### src/shared/fdc_map_defs.vh
// register offsets, field positions, reset values and timing for the drive map and status block
// Behaviour
// - hardware reset clears the whole drive-mapping register to zero.
// - output-control software reset leaves the drive-mapping register untouched.
// - mapping bits 7:2 drive the bus only while enhanced registers are enabled.
// - boot swap 0 keeps select/motor pairs straight; 1 crosses them over.
// - same swap in four-drive configuration; only drive 0 or 1 boots.
// - tape bit is read/write; it only steers precompensation for drive 1.
// - drive 0 is never treated as a tape drive.
// - status reads zero after any reset or powerdown until initialisation ends.
// - status reaches ready-for-command within 2.5 us of hard or soft reset.
// - DMA mode shows 90h while busy, D0h while results await the host.
// - transfer request drops after each byte, rises when next byte is ready.
// - in non-DMA execution the transfer request mirrors the interrupt line.
// - direction bit: 1 host reads the FIFO, 0 host writes it.
// - polled-execution bit is set during execution when non-DMA mode selected.
// - command busy sets on first command byte, clears at command end.
// - per-drive seek flag sets after seek command, clears on sense read.
// - status bits 3:2 read zero in two-drive configuration.
// - writes at the status offset go to the data-rate register instead.
// - output-control select bit picks select line 0 or 1, after the swap.
`ifndef FDC_MAP_DEFS_VH
`define FDC_MAP_DEFS_VH

// host offsets from the controller base
`define OFS_DRIVE_MAPPING    3'h3
`define OFS_MAIN_STATUS      3'h4

// drive-mapping register fields
`define MAP_RESET            8'h00
`define MAP_TAPE_BIT         0
`define MAP_FOUR_BIT         1
`define MAP_SWAP_BIT         2
`define MAP_ENH_LSB          2
`define MAP_WR_MASK          8'h07

// status register fields
`define ST_REQUEST_BIT       7
`define ST_DIR_BIT           6
`define ST_POLLED_BIT        5
`define ST_BUSY_BIT          4
`define ST_RESET             8'h00
`define ST_TWO_DRIVE_MASK    8'hF3

// timing: longest time to ready, rounded down to cycles
`define CLK_PERIOD_NS        10
`define READY_TIME_NS        2500
`define READY_CYCLES         (`READY_TIME_NS / `CLK_PERIOD_NS)
`define READY_CNT_W          9
// last count of the window, already at the counter's own width
`define READY_LAST           9'h0F9

`endif

### src/drive_map_status.v
// drive-mapping register and main handshake status register of the floppy controller
`timescale 1ns/10ps
`include "fdc_map_defs.vh"
module drive_map_status (
   input  wire       sys_clk_i,
   input  wire       sys_rst_i,
   // 8-bit host I/O cycle pins
   input  wire       host_cs_n_i,
   input  wire [2:0] host_addr_i,
   input  wire       host_rd_n_i,
   input  wire       host_wr_n_i,
   input  wire [7:0] host_data_i,
   output wire [7:0] host_data_o,
   output wire [7:0] host_data_oe_o,
   // data-rate register write path
   output wire       rate_wr_o,
   output wire [7:0] rate_data_o,
   // controller state, same clock
   input  wire       soft_rst_i,
   input  wire       powerdown_i,
   input  wire       enhanced_register_enable_i,
   input  wire       four_drive_config_i,
   input  wire       select_i,
   input  wire       motor_0_i,
   input  wire       motor_1_i,
   input  wire       polled_mode_i,
   input  wire       exec_phase_i,
   input  wire       floppy_interrupt_line_i,
   input  wire       fifo_ready_i,
   input  wire       fifo_host_read_i,
   input  wire       fifo_xfer_i,
   input  wire       cmd_first_byte_i,
   input  wire       cmd_last_byte_i,
   input  wire       cmd_has_result_i,
   input  wire       result_last_read_i,
   input  wire       seek_issue_i,
   input  wire [1:0] seek_drive_i,
   input  wire       sense_read_i,
   input  wire [1:0] sense_drive_i,
   // drive pins and precompensation steering
   output wire       drive_select_line_0_n_o,
   output wire       drive_select_line_1_n_o,
   output wire       motor_line_0_n_o,
   output wire       motor_line_1_n_o,
   output wire       tape_precomp_o,
   output wire       boot_swap_o
);

   ////////////////////////////////////////////////////////////////////////////
   // pin synchronisers: strobes, address, chip select and data all come from
   // the host bus, outside this clock, so every one passes two flops

   reg  [13:0] pin_s1_r;
   reg  [13:0] pin_s2_r;
   wire [13:0] pin_raw;

   assign pin_raw = {host_cs_n_i, host_addr_i, host_rd_n_i, host_wr_n_i, host_data_i};

   // idle bus levels on reset keep a false strobe edge from firing
   always @(posedge sys_clk_i) begin
      if (sys_rst_i) begin
         pin_s1_r <= 14'h3FFF;
         pin_s2_r <= 14'h3FFF;
      end else begin
         pin_s1_r <= pin_raw;
         pin_s2_r <= pin_s1_r;
      end
   end

   wire       cs_n_s;
   wire [2:0] addr_s;
   wire       rd_n_s;
   wire       wr_n_s;
   wire [7:0] wdata_s;

   assign cs_n_s  = pin_s2_r[13];
   assign addr_s  = pin_s2_r[12:10];
   assign rd_n_s  = pin_s2_r[9];
   assign wr_n_s  = pin_s2_r[8];
   assign wdata_s = pin_s2_r[7:0];

   ////////////////////////////////////////////////////////////////////////////
   // strobe edge detection on the synchronised copies only

   reg rd_n_d_r;
   reg wr_n_d_r;

   always @(posedge sys_clk_i) begin
      if (sys_rst_i) begin
         rd_n_d_r <= 1'b1;
         wr_n_d_r <= 1'b1;
      end else begin
         rd_n_d_r <= rd_n_s;
         wr_n_d_r <= wr_n_s;
      end
   end

   wire sel_map;
   wire sel_status;
   wire wr_edge;
   wire rd_edge;

   // offset decode; base decode happens upstream in host_cs_n_i
   assign sel_map    = !cs_n_s && (addr_s == `OFS_DRIVE_MAPPING);
   assign sel_status = !cs_n_s && (addr_s == `OFS_MAIN_STATUS);
   // write data is taken at the trailing edge of the write strobe, when stable
   assign wr_edge    = wr_n_s && !wr_n_d_r;
   assign rd_edge    = !rd_n_s && rd_n_d_r;

   ////////////////////////////////////////////////////////////////////////////
   // drive-mapping register

   reg [7:0] map_r;

   // bit 1 is kept as written; two-drive software must write it as 0, and
   // nothing here reads it, so a stray 1 only shows up on a read back
   // only the hard reset touches it, soft resets are not wired in
   always @(posedge sys_clk_i) begin
      if (sys_rst_i)
         map_r <= `MAP_RESET;
      else if (wr_edge && sel_map)
         map_r <= wdata_s & `MAP_WR_MASK;
   end

   wire boot_swap;
   wire tape_assign;

   assign boot_swap   = map_r[`MAP_SWAP_BIT];
   assign tape_assign = map_r[`MAP_TAPE_BIT];
   assign boot_swap_o = boot_swap;

   ////////////////////////////////////////////////////////////////////////////
   // data-rate register shares the status offset; writes are handed on

   reg       rate_wr_r;
   reg [7:0] rate_data_r;

   always @(posedge sys_clk_i) begin
      if (sys_rst_i) begin
         rate_wr_r   <= 1'b0;
         rate_data_r <= 8'h00;
      end else begin
         rate_wr_r <= wr_edge && sel_status;
         if (wr_edge && sel_status)
            rate_data_r <= wdata_s;
      end
   end

   assign rate_wr_o   = rate_wr_r;
   assign rate_data_o = rate_data_r;

   ////////////////////////////////////////////////////////////////////////////
   // drive select and motor remapping onto the active-low pins

   reg sel0_n_r;
   reg sel1_n_r;
   reg mot0_n_r;
   reg mot1_n_r;

   // logical drive 0/1 lands on line 0/1, crossed when boot swap is set;
   // four-drive mode uses the same crossing; select_i names drive 0 or 1
   // only, so drives 2 and 3 must be decoded outside this block, and only
   // drive 0 or 1 can ever be the boot drive
   wire log_sel1;
   wire phys_sel1;

   assign log_sel1  = select_i;
   assign phys_sel1 = log_sel1 ^ boot_swap;

   always @(posedge sys_clk_i) begin
      if (sys_rst_i) begin
         sel0_n_r <= 1'b1;
         sel1_n_r <= 1'b1;
         mot0_n_r <= 1'b1;
         mot1_n_r <= 1'b1;
      end else begin
         sel0_n_r <= phys_sel1;
         sel1_n_r <= !phys_sel1;
         mot0_n_r <= !(boot_swap ? motor_1_i : motor_0_i);
         mot1_n_r <= !(boot_swap ? motor_0_i : motor_1_i);
      end
   end

   assign drive_select_line_0_n_o = sel0_n_r;
   assign drive_select_line_1_n_o = sel1_n_r;
   assign motor_line_0_n_o        = mot0_n_r;
   assign motor_line_1_n_o        = mot1_n_r;

   // tape precompensation only for logical drive 1, never drive 0
   reg tape_pc_r;

   always @(posedge sys_clk_i) begin
      if (sys_rst_i)
         tape_pc_r <= 1'b0;
      else
         tape_pc_r <= tape_assign && log_sel1;
   end

   assign tape_precomp_o = tape_pc_r;

   ////////////////////////////////////////////////////////////////////////////
   // initialisation window after hard reset, soft reset or powerdown exit

   reg  pd_d_r;
   wire init_restart;
   wire init_ready;

   always @(posedge sys_clk_i) begin
      if (sys_rst_i)
         pd_d_r <= 1'b0;
      else
         pd_d_r <= powerdown_i;
   end

   // oscillator settling is not modelled: the window is a fixed count
   // held soft reset or powerdown keeps the window open
   assign init_restart = soft_rst_i || powerdown_i || pd_d_r;

   init_ready_timer u_init (
      .sys_clk_i (sys_clk_i),
      .sys_rst_i (sys_rst_i),
      .restart_i (init_restart),
      .ready_o   (init_ready)
   );

   ////////////////////////////////////////////////////////////////////////////
   // command busy flag; set wins over a clear in the same cycle

   reg busy_r;
   reg busy_nxt;

   always @* begin
      busy_nxt = busy_r;
      if (result_last_read_i || (cmd_last_byte_i && !cmd_has_result_i))
         busy_nxt = 1'b0;
      if (cmd_first_byte_i)
         busy_nxt = 1'b1;
   end

   always @(posedge sys_clk_i) begin
      if (sys_rst_i || soft_rst_i)
         busy_r <= 1'b0;
      else
         busy_r <= busy_nxt;
   end

   ////////////////////////////////////////////////////////////////////////////
   // transfer request hold-off: dropped after each host byte until the fifo
   // side withdraws its ready, so a stale ready never re-arms the request

   reg xfer_hold_r;

   always @(posedge sys_clk_i) begin
      if (sys_rst_i || soft_rst_i)
         xfer_hold_r <= 1'b0;
      else if (fifo_xfer_i)
         xfer_hold_r <= 1'b1;
      else if (!fifo_ready_i)
         xfer_hold_r <= 1'b0;
   end

   ////////////////////////////////////////////////////////////////////////////
   // per-drive seek flags; 2 and 3 are kept in both configurations, shown only in four-drive

   wire [3:0] seek_busy;

   genvar gi;
   generate
      for (gi = 0; gi < 4; gi = gi + 1) begin : g_seek
         seek_busy_flag #(.DRIVE(gi[1:0])) u_flag (
            .sys_clk_i     (sys_clk_i),
            .sys_rst_i     (sys_rst_i),
            .soft_rst_i    (soft_rst_i),
            .seek_issue_i  (seek_issue_i),
            .seek_drive_i  (seek_drive_i),
            .sense_read_i  (sense_read_i),
            .sense_drive_i (sense_drive_i),
            .busy_o        (seek_busy[gi])
         );
      end
   endgenerate

   ////////////////////////////////////////////////////////////////////////////
   // status assembly: 80h idle, 90h busy, D0h awaiting a result read in DMA

   // whole byte reads zero until the window closes, so a polling host
   // never acts on a request raised by half-initialised state
   reg  [7:0] status_now;
   wire       polled_exec;
   wire       request;

   assign polled_exec = polled_mode_i && exec_phase_i;
   // non-DMA execution hands the request over to the interrupt line
   assign request = polled_exec ? floppy_interrupt_line_i
                               : (fifo_ready_i && !xfer_hold_r);

   always @* begin
      status_now = `ST_RESET;
      if (init_ready) begin
         status_now[`ST_REQUEST_BIT] = request;
         status_now[`ST_DIR_BIT]     = request && fifo_host_read_i;
         status_now[`ST_POLLED_BIT]  = polled_exec;
         status_now[`ST_BUSY_BIT]    = busy_r;
         status_now[3:0]             = seek_busy;
         if (!four_drive_config_i)
            status_now = status_now & `ST_TWO_DRIVE_MASK;
      end
   end

   ////////////////////////////////////////////////////////////////////////////
   // read path: value latched at the start of the read strobe and held
   // for the whole cycle, so the host never sees it change mid-read;
   // other offsets belong to neighbouring registers and never drive here

   reg [7:0] rdata_r;
   reg       rd_map_r;
   reg       rd_act_r;

   always @(posedge sys_clk_i) begin
      if (sys_rst_i) begin
         rdata_r  <= 8'h00;
         rd_map_r <= 1'b0;
         rd_act_r <= 1'b0;
      end else if (rd_edge && (sel_map || sel_status)) begin
         rdata_r  <= sel_map ? map_r : status_now;
         rd_map_r <= sel_map;
         rd_act_r <= 1'b1;
      end else if (rd_n_s) begin
         rd_act_r <= 1'b0;
      end
   end

   // upper mapping bits float unless enhanced registers are enabled
   wire [7:0] oe_mask;

   assign oe_mask = (rd_map_r && !enhanced_register_enable_i) ?
                    ~(8'hFF << `MAP_ENH_LSB) : 8'hFF;
   assign host_data_o    = rdata_r;
   assign host_data_oe_o = rd_act_r ? oe_mask : 8'h00;

endmodule

### src/init_ready_timer.v
// counts the initialisation window after a reset or powerdown recovery
`timescale 1ns/10ps
`include "fdc_map_defs.vh"
module init_ready_timer (
   input  wire sys_clk_i,
   input  wire sys_rst_i,
   input  wire restart_i,
   output wire ready_o
);
   reg [`READY_CNT_W-1:0] cnt_r;
   reg                    ready_r;

   // ready exactly READY_CYCLES edges after the last restart
   always @(posedge sys_clk_i) begin
      if (sys_rst_i || restart_i) begin
         cnt_r   <= {`READY_CNT_W{1'b0}};
         ready_r <= 1'b0;
      end else if (!ready_r) begin
         if (cnt_r == `READY_LAST)
            ready_r <= 1'b1;
         cnt_r <= cnt_r + 1'b1;
      end
   end

   assign ready_o = ready_r;
endmodule

### src/seek_busy_flag.v
// one per-drive seek-busy flag, set by a seek issue and cleared by a sense read
`timescale 1ns/10ps
module seek_busy_flag #(
   parameter [1:0] DRIVE = 2'h0
) (
   input  wire       sys_clk_i,
   input  wire       sys_rst_i,
   input  wire       soft_rst_i,
   input  wire       seek_issue_i,
   input  wire [1:0] seek_drive_i,
   input  wire       sense_read_i,
   input  wire [1:0] sense_drive_i,
   output wire       busy_o
);
   reg busy_r;
   reg busy_nxt;

   // set wins over clear so a seek issued while its sense is read is kept
   always @* begin
      busy_nxt = busy_r;
      if (sense_read_i && (sense_drive_i == DRIVE))
         busy_nxt = 1'b0;
      if (seek_issue_i && (seek_drive_i == DRIVE))
         busy_nxt = 1'b1;
   end

   always @(posedge sys_clk_i) begin
      if (sys_rst_i || soft_rst_i)
         busy_r <= 1'b0;
      else
         busy_r <= busy_nxt;
   end

   assign busy_o = busy_r;
endmodule
### config.mk
export PLATFORM = sky130hd
export DESIGN_NAME = drive_map_status
export DESIGN_NICKNAME = d
export VERILOG_FILES = /design/src/drive_map_status.v /design/src/init_ready_timer.v /design/src/seek_busy_flag.v
export VERILOG_INCLUDE_DIRS = /design/src /design/src/shared
export SDC_FILE = /design/constraint.sdc
export NUM_CORES = 1
export LEC_CHECK = 0
export CELL_PAD_IN_SITES_DETAIL_PLACEMENT = 1
export CELL_PAD_IN_SITES_GLOBAL_PLACEMENT = 1
export CORE_MARGIN = 8
export CORE_UTILIZATION = 42
export DETAILED_ROUTE_END_ITERATION = 10
export DONT_BUFFER_PORTS = 1
export GPL_TIMING_DRIVEN = 0
export PLACE_DENSITY_LB_ADDON = 0.1
export SLEW_MARGIN = 20
export SYNTH_ARGS = -nofsm -noshare
export SYNTH_HDL_FRONTEND = slang
export SYNTH_SLANG_ARGS = --single-unit
### constraint.sdc
create_clock -name sys_clk_i -period 1.3 [get_ports sys_clk_i]
set_input_delay 0 -clock sys_clk_i [delete_from_list [all_inputs] [get_ports sys_clk_i]]
set_output_delay 0 -clock sys_clk_i [all_outputs]
set_load 0.03 [all_outputs]
Yosys cells after proc, flatten, opt, wreduce, memory -nomap -nowiden. Cells that the tools add are included.

Input port bits: 39. Logic and storage cells: 104. Bits in registers: 74.

Eq/ne operators: 10. Mux-type cells: 24. Reduce and logical (&&, ||, !) cells: 44. $add $sub $neg: 1. Bitwise operators: 1.

Operators by type and width (number): 8-bit two-way mux (4); 1-bit logical AND (21); 1-bit two-way mux (19); 2-bit nonzero test (6); 9-bit by 1-bit adder with 9-bit output, second input constant (1); 9-bit by 8-bit == test with 1-bit output, second input constant (1); 1-bit logical NOT (9); 2-bit == test, second input constant (4); 1-bit logical OR (6); 2-bit by 1-bit == test with 1-bit output, second input constant (2); 2-bit logical NOT (2); 4-bit two-way mux (1); 3-bit by 2-bit == test with 1-bit output, second input constant (1); 3-bit == test, second input constant (1); 2-bit by 1-bit inequality test with 1-bit output, second input constant (1); 1-bit XOR (1).

Longest topological paths before layout. Gate-level depths: netlist of the first run.

Word-level depth: 6. Gate-level depth with buffers: 6. Mapped depth without buffers: 5.

Hierarchy. Synthesis of the first run repeated with hierarchy kept, for this count alone.

Cells, all modules: 271. Area total of the unflattened synthesis: 2760.1 um^2.

By module, submodules not included: drive_map_status (cells each 202, seq. area each 1201.2 um^2, instances 1, area each 2083.2 um^2); init_ready_timer (cells each 49, seq. area each 200.2 um^2, instances 1, area each 456.7 um^2); seek_busy_flag at g_seek[1].u_flag ... (cells each 5, seq. area each 20.0 um^2, instances 2, area each 58.8 um^2); seek_busy_flag at g_seek[0].u_flag ... (cells each 5, seq. area each 20.0 um^2, instances 2, area each 51.3 um^2).

Worst setup path after synthesis of the first run. No wires, ideal clock.

Path kind: register to output. Start point: reg rd_act_r. End point: out host_data_oe_o[3]. Arrival time: 1.665 ns. Path buffers: 1. Required time: 1.300 ns. Cell stages (with the launch flop): 3. Slack: -0.365 ns. Path through: dfxtp_1 -> a21boi_0 -> buf_4.

Longest elaborated chain between the ends: 1.

RTL lines: start: declaration (RTL line drive_map_status.v:317) `reg rd_act_r;`; start signal: assignment (RTL line drive_map_status.v:323) `rd_act_r <= 1'b0;`; start signal: assignment (RTL line drive_map_status.v:327) `rd_act_r <= 1'b1;`; start signal: assignment (RTL line drive_map_status.v:329) `rd_act_r <= 1'b0;`; 8-bit two-way mux (RTL line drive_map_status.v:339) `assign host_data_oe_o = rd_act_r ? oe_mask : 8'h00;`; end: declaration (RTL line drive_map_status.v:14) `output wire [7:0] host_data_oe_o,`.

No other way between the ends.

Final worst setup path of the first run.
Start point: reg pin_s2_r[13]. End point: reg rdata_r[6] (netlist: host_data_o[6]).

Longest elaborated chain between the ends: 4.

RTL lines: start: declaration (RTL line drive_map_status.v:54) `reg [13:0] pin_s2_r;`; start signal: assignment (RTL line drive_map_status.v:66) `pin_s2_r <= pin_s1_r;`; 1-bit logical NOT (*) (RTL line drive_map_status.v:104, drive_map_status.v:105); 1-bit logical AND (on tied branches) (RTL line drive_map_status.v:104, drive_map_status.v:105); 1-bit logical OR (RTL line drive_map_status.v:324) `end else if (rd_edge && (sel_map || sel_status)) begin`; 1-bit logical AND (RTL line drive_map_status.v:324); end signal: assignment (RTL line drive_map_status.v:325) `rdata_r <= sel_map ? map_r : status_now;`; end: declaration (RTL line drive_map_status.v:315) `reg [7:0] rdata_r;`.

Every way passes the cells marked *; elsewhere a longest branch is shown, timed or not. A chain may end at the register's enable or synchronous reset.

==> run metrics, run 1 <==
outcome=finished with violations; failing checks=setup timing; post-route setup slack=-0.1497 ns; Final min period=1.450 ns; FILL cells=~700; VDD IR max=about 0.00086 V; WHS Endpoint=host_data_o[2]; Main synth FF type=dfxtp_1; power density cells=1127 mW/mm^2; Crit path required time=1.58 ns; number of routed nets with antenna violations=0; Final #Nets=377; Final Hold Vio Count=0; CTS buffer count=9; DIE HEIGHT=96.26 um; Post-synth ARST share=0%; RSZ-0062 raised after global routing=yes; # port buffers=0; IO Pins=70; RePlAce Congestion=0.6866; Mean Syn Cell Area=9.909 um^2; Clock transition at path regs=0.08 ns; clock tree buffer depth=2; layout cells sized above 1=31.96%; number of global-route vias before repair=2298; fin crit share=111.5%; # H-tree levels=3; Hold Worst Slack=0.05451 ns; setup violators final=21; Clk Latency, worst-skew pair=0.34 ns; Cell variety after synth=41; FMAX=roughly 0.69 GHz; wire per inst=~17 um; crit path capture type=flip-flop; worst relative slew slack=between 50% and 60%; Min-Delay Path Depth=4; antenna violations before repair=0; Syn-to-layout area delta=36.40%; Root Driver=clkbuf_8; R2R setup slack=-0.15 ns; Yosys Warn Count=0; pin count of the biggest net entering global routing=14; row cnt=29; post-synth net total=314; CORE AREA=0.006277 mm^2; placed cells=350; die area=0.009265 mm^2; CP Class=flip-flop to flip-flop; Die X=96.26 um; Yosys reg bits=74; Hold Path Class=input pin to flip-flop; non-filler cells, final=418; final wirelength=7.024 mm; mapped cell area=0.002705 mm^2; Max-Cap Viols=0; Total Power=~4.2 mW; Worst R2R Start=pin_s2_r[13]; Reg2Reg Depth=4; Synth Instances=between 200 and 300; Seq/Total Area, Yosys=54.76%; storage element area=0.001513 mm^2; DP Area=around 0.0028 mm^2; DR iter-0 viols=around 60; Static Leak=between 1 and 1.5 nW; global-route wire length before repair=10.90 mm; Critical Path Start Type=flip-flop; dpl hpwl=4.285 mm; vias after detailed routing=2095; Initial Util=43.09%; design area=0.003690 mm^2; GRT overflow=0; r2r endpoint=host_data_o[6]; most common cell after layout, fill and taps aside=dfxtp_1; TritonCTS clock tree=yes; critical path arrival=1.73 ns; Global Route Usage Sum=15.71%; count of final max-slew check failures=0; DR DRC count=0; number of flops mapped to enable cells by yosys=0; DR vias/cell=5.012; Final Util=58.78%; Worst Hold Launch=four_drive_config_i; Worst Path Max Fanout=4; CTS sink count=74; clock skew=between 0.006 and 0.007 ns; area of the multi-input gates=0.001220 mm^2; DRT Pass-1 Iters=4; commonest non-fill, non-tap cells in the layout=dfxtp_1 (63), dlygate4sd3_1 (40), or2_2 (33); Least-Margin Pin Slew=0.6747 ns; ANT cells=0
==> kinds of logic after synthesis <==
group | share of synthesized area, %
simple gates | 25.12
flops | 54.76
compound gates | 7.448
buf+inv | 5.411
mux | 4.070
xor+xnor | 2.266
fa+ha+maj | 0.9249
==> final cells by class <==
class,instances,share of cell area (%)
well taps,77,2.611
clock inverters,6,1.153
multi-input cells,172,33.06
clock buffers,10,3.459
plain buffers,20,4.408
inverters,6,0.6104
flip-flops and latches,74,41.00
repair buffers,53,13.70
==> routing by layer <==
metal / track usage [%] / share of wire [%] / vias up
met5: 0 / 0 / -
met4: 4.225 / 0.48 / 0
met3: 7.176 / 8.3 / 2
met2: 27.98 / 53 / 59
met1: 16.23 / 38 / 1009
li1: - / - / 1025
==> synthesized netlist by cell type (2+ instances only) <==
| library cell | count | area [um^2] |
|---|---|---|
| nand3b_1 | 6 | 45.04 |
| and3b_1 | 2 | 17.52 |
| buf_6 | 2 | 22.52 |
| xnor2_1 | 4 | 35.03 |
| buf_2 | 3 | 15.01 |
| a21oi_2 | 2 | 17.52 |
| nand2b_1 | 3 | 18.77 |
| ha_1 | 2 | 25.02 |
| nor3_1 | 5 | 25.02 |
| a211oi_1 | 4 | 30.03 |
| nor2_1 | 31 | 116.4 |
| nor2b_1 | 4 | 25.02 |
| o41ai_1 | 3 | 26.28 |
| or3_1 | 4 | 25.02 |
| mux2i_1 | 11 | 110.1 |
| dfxtp_1 | 74 | 1481 |
| nand3_1 | 6 | 30.03 |
| inv_1 | 6 | 22.52 |
| clkbuf_1 | 9 | 33.78 |
| a21oi_1 | 12 | 60.06 |
| buf_4 | 7 | 52.55 |
| or2_2 | 33 | 206.5 |
| xor2_1 | 3 | 26.28 |
| o21ai_0 | 4 | 20.02 |
| nand4b_1 | 2 | 17.52 |
| nand2_1 | 16 | 60.06 |
==> per-stage QoR <==
step / setup slack (ns) / TNS [ns]
after floorplan: -0.02436 / -0.02436
after global placement: -0.2655 / -3.263
after detailed placement: -0.2002 / -2.799
after CTS: -0.1168 / -0.4061
after global routing: -0.1960 / -2.979
final: -0.1497 / -0.7076
==> state kept, by name, indices dropped and copies added (netlist names), 3 cells and up <==
signal	count
pin_s1_r	14
pin_s2_r	14
u_init.cnt_r	9
host_data_o	8
rate_data_o	8
g_seek.u_flag.busy_o	4
map_r	3
==> how the worst max path moves through the flow <==
| stage | startpoint | to | cells past startpoint |
|---|---|---|---|
| 3_3_place_gp | pin_s2_r[11] | rate_data_o[7] | 4 |
| 2_1_floorplan | pin_s2_r[13] | host_data_o[6] | 4 |
| 3_5_place_dp | pin_s2_r[11] | rate_data_o[2] | 4 |
| 5_1_grt | pin_s2_r[13] | host_data_o[0] | 6 |
| 4_1_cts | pin_s2_r[10] | host_data_o[6] | 4 |
| 6_report | pin_s2_r[13] | host_data_o[6] | 4 |
==> worst max-delay path, cell delays in order (launching register included) <==
cell     delay (ns)
dfxtp_4        0.37
nor3b_4        0.27
o21ai_4        0.11
or4_4          0.52
a21oi_2        0.12
==> power breakdown <==
group	total (mW)	switching, mW	internal, mW
clock network	1.55	0.851	0.696
registers	2.35	0.0419	2.31
logic	0.257	0.107	0.150
==> repair_timing <==
| item | 4_1_cts | 5_1_grt |
|---|---|---|
| pin swaps | 4 | 10 |
| endpoints found under the hold margin | 39 | 1 |
| hold buffers | 38 | 3 |
| cloned | 0 | 1 |
| resized for setup | 25 | 32 |
| buffers inserted | 7 | 5 |
| setup endpoints to repair | 30 | 37 |
No activity file was read; power rests on OpenSTA's default activity.
==> run 2: changes to the inputs <==
--- a/config.mk
+++ b/config.mk
@@ -6,10 +6,11 @@
 export SDC_FILE = /design/constraint.sdc
 export NUM_CORES = 1
 export LEC_CHECK = 0
+export ABC_AREA = 1
 export CELL_PAD_IN_SITES_DETAIL_PLACEMENT = 1
 export CELL_PAD_IN_SITES_GLOBAL_PLACEMENT = 1
 export CORE_MARGIN = 8
-export CORE_UTILIZATION = 42
+export CORE_UTILIZATION = 41
 export DETAILED_ROUTE_END_ITERATION = 10
 export DONT_BUFFER_PORTS = 1
 export GPL_TIMING_DRIVEN = 0
==> run 2 against run 1 <==
The flow now finishes without violations. Register-to-register slack gained 0.26 ns. Combinational power about the same. Design area fell by 5.2%. Critical path type is now flip-flop to primary output. Highest routed layer unchanged.
==> run metrics, run 2 <==
outcome=finished, final reports clean; Reg2Reg Depth=3 (-1); Worst Hold Launch=floppy_interrupt_line_i; Yosys top cell area share=54.76% (unchanged); count of final max-slew check failures=0 (unchanged); Root Driver=clkbuf_8; Worst R2R Start=busy_r; Total Power=4.157 mW (about the same); CP bufs+invs=1 (+1); Clk Latency, worst-skew pair=0.35 ns (about the same); DIE HEIGHT=97.23 um (+1.0%); fin crit share=97.59% (-14 points); Crit path required time=1.30 ns (-0.28 ns); clock skew=0.02092 ns (+0.01394 ns); Hold Path Class=input pin to flip-flop; r2r endpoint=busy_r; dpl hpwl=4.510 mm (+5.3%); Critical Path Start Type=flip-flop; CTS sink count=74 (unchanged); Final Hold Vio Count=0 (unchanged); GRT overflow=0 (unchanged); CP Class=flip-flop to primary output; DR vias/cell=4.714 (-5.9%); setup violators final=0 (-100%); commonest non-fill, non-tap cells in the layout=dfxtp_1 (71), dlygate4sd3_1 (45), nand2_1 (37); TritonCTS clock tree=yes; Min-Delay Path Depth=6 (+2); count leader, synth=dfxtp_1; RePlAce Congestion=0.7420 (+8.1%); mapped cell area=0.002705 mm^2 (unchanged); row cnt=29 (unchanged); number of routed nets with antenna violations=0 (unchanged); Final min period=1.269 ns (-0.1810 ns); DRT Pass-1 Iters=4 (unchanged); post-synth net total=359 (+14%); biggest regs=pin_s1_r (14), pin_s2_r (14), u_init.cnt_r (9); DR iter-0 viols=23 (-61%); CORE AREA=0.006350 mm^2 (+1.2%); DR DRC count=0 (unchanged); Main synth FF type=dfxtp_1; most common cell after layout, fill and taps aside=dfxtp_1; worst relative slew slack=68.27% (+13 points); WHS Endpoint=host_data_o[6]; Syn-to-layout area delta=29.28%; Largest stage delay, worst path=0.38 ns (-0.14 ns); layout cells sized above 1=22.57% (-9.4 points); global-route wire length before repair=11.41 mm (+4.6%); Yosys Warn Count=0 (unchanged); FMAX=0.7882 GHz (+14%); wire per inst=14.98 um (-11%); final wirelength=6.860 mm (-2.3%); Worst Path Max Fanout=6 (+2); CTS buffer count=9 (unchanged); Top delay family on crit path=compound AO/OA/AOI/OAI gates; Max-Cap Viols=0 (unchanged); Die X=97.23 um (+1.0%); RSZ-0062 raised after global routing=yes; vias after detailed routing=2159 (+3.1%); die area=0.009453 mm^2 (+2.0%); Yosys reg bits=74 (unchanged); Synth area leaders=dfxtp_1 (55%), or2_2 (6.5%), a21oi_1 (5.2%); Initial Util=42.60% (-0.49 points); crit path capture type=primary output; Slowest cell on crit path=a21oi_4; antenna violations before repair=0 (unchanged); Seq/Total Area, Yosys=54.76% (unchanged); Cell Chain, Critical Path=a21oi_4 > buf_6; IO Pins=70 (unchanged); Synth Instances=318 (+16%); Final #Nets=418 (+11%); Mean Syn Cell Area=8.507 um^2 (-14%); # port buffers=0 (unchanged); FILL cells=751 (+8.8%); power density cells=1189 mW/mm^2 (+5.5%); Final Util=55.07% (-3.7 points); VDD IR max=0.0007434 V (-14%); pin count of the biggest net entering global routing=14 (unchanged); Global Route Usage Sum=14.77% (-0.94 points); Post-synth ARST share=0% (unchanged); R2R setup slack=0.11 ns (+0.26 ns); critical path arrival=1.27 ns (-0.46 ns); # H-tree levels=3 (unchanged); Cell variety after synth=28 (-32%); Least-Margin Pin Slew=0.4753 ns (-0.1994 ns); commonest cells in the netlist=dfxtp_1 (74), inv_1 (37), nand2_1 (37), a21oi_1 (28), or2_2 (28); Clock transition at path regs=0.09 ns (about the same); clock tree buffer depth=2 (unchanged); ANT cells=0 (unchanged); post-synth top area cell=dfxtp_1; number of flops mapped to enable cells by yosys=0 (unchanged); Static Leak=1.389 nW (-2.0%); number of global-route vias before repair=2347 (+2.1%)
==> run 2: cell families (layout without fill, tap and decap cells) <==
| family | after synthesis | in the layout | share of synthesized area [%] |
|---|---|---|---|
| xor+xnor | 1 | 1 | 0.3238 |
| fa+ha+maj | 2 | 2 | 0.9249 |
| compound gates | 52 | 52 | 9.898 |
| flops | 74 | 74 | 54.76 |
| simple gates | 133 | 133 | 24.93 |
| buf+inv | 56 | 119 | 9.158 |
==> run 2: layout make-up <==
type                    count  area [um^2]  area share [%]
flip-flops and latches     74         1488           42.54
multi-input cells         188         1002           28.66
repair buffers             48        478.0           13.67
inverters                  43        161.4           4.615
well taps                  77        96.34           2.755
plain buffers              13        105.1           3.005
clock buffers               9        123.9           3.542
clock inverters             6        42.54           1.216
==> run 2: power breakdown <==
group	internal (mW)	switching (mW)	leakage, nW	total, mW
Combinational	0.147	0.112	0.700	0.259
Sequential	2.32	0.0369	0.607	2.36
Clock	0.684	0.855	0.0815	1.54
Total	3.15	1.00	1.39	4.16
==> run 2: worst max path at each step <==
stage,endpoint,cells after the start,startpoint
floorplan,u_init.cnt_r[6],6,u_init.cnt_r[0]
global placement,u_init.cnt_r[6],6,u_init.cnt_r[1]
detailed placement,u_init.cnt_r[8],5,u_init.cnt_r[0]
CTS,drive_select_line_1_n_o,5,sys_rst_i
global route,host_data_oe_o[4],3,rd_act_r
finish,host_data_oe_o[4],2,rd_map_r
==> run 2: through the flow <==
step | instances | instance area (um^2) | hold slack [ns] | worst slack [ns] | setup TNS (ns)
after detailed placement | 395 | 2805 | 0.1064 | 0.08928 | 0
after global routing | 458 | 3497 | 0.04276 | -0.03077 | -0.1454
after floorplan | 318 | 2709 | 0.1004 | 0.2362 | 0
after CTS | 457 | 3467 | 0.001431 | 0.004730 | 0
after global placement | 395 | 2805 | 0.1050 | 0.1166 | 0
final | 458 | 3497 | 0.01109 | 0.03133 | 0
==> run 2: metal layers <==
metal	up-vias	track usage (%)	wire (um)
met5	-	0	0
met4	0	6.760	161
met3	12	5.405	451
met2	59	24.32	3290
met1	972	16.62	2957
li1	1116	-	-
==> run 2: worst min-delay path, stage by stage <==
cell     delay, ns
inv_1         0.04
nand3_1       0.06
nand2_1       0.07
nor2_1        0.05
nand3_1       0.06
a21oi_1       0.05
==> run 2: what timing repair did <==
item,4_1_cts,5_1_grt
setup endpoints to repair,5,12
endpoints found under the hold margin,54,1
resized for setup,8,8
setup buffers,1,1
hold buffers,46,2
pin swaps,1,0
==> run 3: changes to the inputs <==
--- a/config.mk
+++ b/config.mk
@@ -10,7 +10,7 @@
 export CELL_PAD_IN_SITES_DETAIL_PLACEMENT = 1
 export CELL_PAD_IN_SITES_GLOBAL_PLACEMENT = 1
 export CORE_MARGIN = 8
-export CORE_UTILIZATION = 41
+export CORE_UTILIZATION = 45
 export DETAILED_ROUTE_END_ITERATION = 10
 export DONT_BUFFER_PORTS = 1
 export GPL_TIMING_DRIVEN = 0
==> constraint.sdc (replaced) <==
create_clock -name sys_clk_i -period 1.4 [get_ports sys_clk_i]
set_input_delay 0 -clock sys_clk_i [delete_from_list [all_inputs] [get_ports sys_clk_i]]
set_output_delay 0 -clock sys_clk_i [all_outputs]
set_load 0.03 [all_outputs]
==> run 3 against run 2 <==
Worst setup slack better by 0.065 ns. Worst hold slack better by 0.0094 ns. Largest cell class unchanged. Flip-flop and latch count unchanged.
==> run metrics, run 3 (synthesized netlist as in run 2, its figures left out) <==
RSZ-0062 raised after global routing=no; Net Sw Power=0.8622 mW (-14%); GRT overflow=0 (unchanged); crit path capture type=primary output; post-route setup slack=0.09586 ns (+0.06452 ns); final wirelength=6.535 mm (-4.7%); CTS buffer count=9 (unchanged); CP Class=flip-flop to primary output; Clk Latency, worst-skew pair=0.34 ns (about the same); Largest stage delay, worst path=0.35 ns (-0.03 ns); Critical Path Start Type=flip-flop; pin count of the biggest net entering global routing=12 (-2); setup violators final=0 (unchanged); Worst Hold Launch=exec_phase_i; dpl hpwl=4.340 mm (-3.8%); placed cells=393 (-0.51%); vias after detailed routing=2131 (-1.3%); CORE AREA=0.005851 mm^2 (-7.9%); number of routed nets with antenna violations=0 (unchanged); count of final max-slew check failures=0 (unchanged); DR iter-0 viols=42 (+83%); die area=0.008748 mm^2 (-7.5%); Initial Util=46.24% (+3.6 points); Top delay family on crit path=flip-flops; DR DRC count=0 (unchanged); # port buffers=0 (unchanged); Final Hold Vio Count=0 (unchanged); Worst Path Max Fanout=6 (unchanged); DP Area=0.002799 mm^2 (-0.22%); Cell Chain, Critical Path=inv_1 > a21oi_4 > buf_4; TritonCTS clock tree=yes; DIE HEIGHT=93.53 um (-3.8%); post-placement setup slack=-0.05922 ns (-0.1485 ns); CTS sink count=74 (unchanged); Root Driver=clkbuf_8; WHS Endpoint=host_data_o[7]; power density cells=1170 mW/mm^2 (-1.5%); biggest regs=pin_s1_r (14), pin_s2_r (14), u_init.cnt_r (9); Crit path required time=1.40 ns (+0.10 ns); P_int=3.083 mW (-2.2%); clock skew=0.01198 ns (-0.008941 ns); Comb power frac=5.6% (-0.6 points); Reg2Reg Depth=5 (+2); R2R setup slack=0.11 ns (about the same); non-filler cells, final=445 (-2.8%); global-route wire length before repair=10.75 mm (-5.7%); Slowest cell on crit path=dfxtp_1; CP bufs+invs=2 (+1); Clock transition at path regs=0.07 ns (-0.02 ns); ANT cells=0 (unchanged); design area=0.003371 mm^2 (-3.6%); setup tns final=0 ns (unchanged); Die X=93.53 um (-3.8%); worst relative slew slack=66.73% (-1.5 points); FMAX=between 0.7 and 0.8 GHz; commonest non-fill, non-tap cells in the layout=dfxtp_1 (73), dlygate4sd3_1 (38), inv_1 (37), nand2_1 (37), or2_2 (28); critical path arrival=1.30 ns (+0.03 ns); Min-Delay Path Depth=6 (unchanged); layout cells sized above 1=21.08% (-1.5 points); Hold Path Class=input pin to flip-flop; Final min period=1.304 ns; Max-Cap Viols=0 (unchanged); Least-Margin Pin Slew=0.4984 ns (+0.02310 ns); Final #Nets=408 (-2.4%); Total Power=3.945 mW (-5.1%); clock tree buffer depth=2 (unchanged); # H-tree levels=3 (unchanged); fin crit share=93.15%; row cnt=28 (-3.4%); Static Leak=1.331 nW (-4.2%); VDD IR max=0.0006006 V (-19%); outcome=finished, final reports clean; DR vias/cell=4.789 (+1.6%); most common cell after layout, fill and taps aside=dfxtp_1; DRT Pass-1 Iters=4 (unchanged); antenna violations before repair=0 (unchanged); Clock Power Share=38.8% (+1.8 points); number of global-route vias before repair=2256 (-3.9%); Sequential Power Share=55.6% (-1.1 points); Syn-to-layout area delta=24.61%; Sw Share=21.85% (-2.3 points); Post-CTS Setup Inserts=0 (-1); wire per inst=14.69 um (-2.0%); IO Pins=70 (unchanged); Worst R2R Start=xfer_hold_r; RePlAce Congestion=0.7873 (+6.1%); Global Route Usage Sum=15.76% (+0.99 points); r2r endpoint=xfer_hold_r
==> run 3: changes by cell type in the layout (fill, tap and decap cells not counted), moves of 2 or more <==
cell,before,now
clkbuf_1,2,4
buf_4,4,7
dfxtp_1,71,73
dlygate4sd3_1,45,38
buf_6,6,1
==> run 3: tightest hold or removal path: stages <==
cell,delay [ns]
nand2_1,0.04
nand2_1,0.05
nand2_1,0.06
nor2_1,0.06
nand2_1,0.05
a21oi_1,0.05
==> run 3: layout make-up <==
class / count / area (um^2)
multi-input cells: 188 / 992.2
repair buffers: 38 / 380.4
flip-flops and latches: 74 / 1483
fillers: 691 / 2480
clock buffers: 11 / 131.4
inverters: 43 / 161.4
plain buffers: 13 / 86.33
clock inverters: 3 / 42.54
well taps: 75 / 93.84
==> run 3: through the flow <==
| step | hold slack, ns | utilization [%] |
|---|---|---|
| global route | 0.06091 | 57.61 |
| detailed placement | 0.1063 | 47.84 |
| floorplan | 0.1004 | - |
| global placement | 0.1049 | 47.84 |
| finish | 0.02050 | 57.61 |
| CTS | 0.01100 | 57.51 |
==> run 3: worst max path at each step <==
stage / startpoint / to / slack (ns) / depth (start not counted)
3_5_place_dp: rd_act_r / host_data_oe_o[4] / -0.06 / 3
3_3_place_gp: rd_act_r / host_data_oe_o[3] / -0.01 / 3
5_1_grt: u_init.cnt_r[0] / u_init.cnt_r[8] / 0.02 / 5
4_1_cts: sys_rst_i / xfer_hold_r / 0.01 / 5
2_1_floorplan: rd_act_r / host_data_oe_o[3] / 0.08 / 3
6_report: rd_act_r / host_data_oe_o[4] / 0.1 / 3
==> run 3: power groups by stage <==
stage                     sequential, mW  clock, mW  combinational, mW
after floorplan                     2.23          0              0.102
after global placement              2.24          0              0.125
after detailed placement            2.24          0              0.128
after CTS                           2.19       1.56              0.219
after global routing                2.20       1.66              0.250
final                               2.19       1.53              0.222
==> run 3: per-layer routing <==
layer | GRT usage, % | wire (um) | vias to the layer above | share of wire [%]
met5 | 0 | 0 | - | 0
met4 | 7.133 | 108 | 0 | 1.7
met1 | 17.47 | 2765 | 980 | 42
met2 | 27.14 | 3254 | 47 | 50
met3 | 4.728 | 407 | 9 | 6.2
li1 | - | - | 1095 | -
==> run 3: what timing repair did <==
| action | in CTS | in global routing |
|---|---|---|
| endpoints found under the hold margin | 51 | 0 |
| resized for setup | 2 | 3 |
| hold buffers | 38 | 0 |
| endpoints found under the setup margin | 6 | 2 |
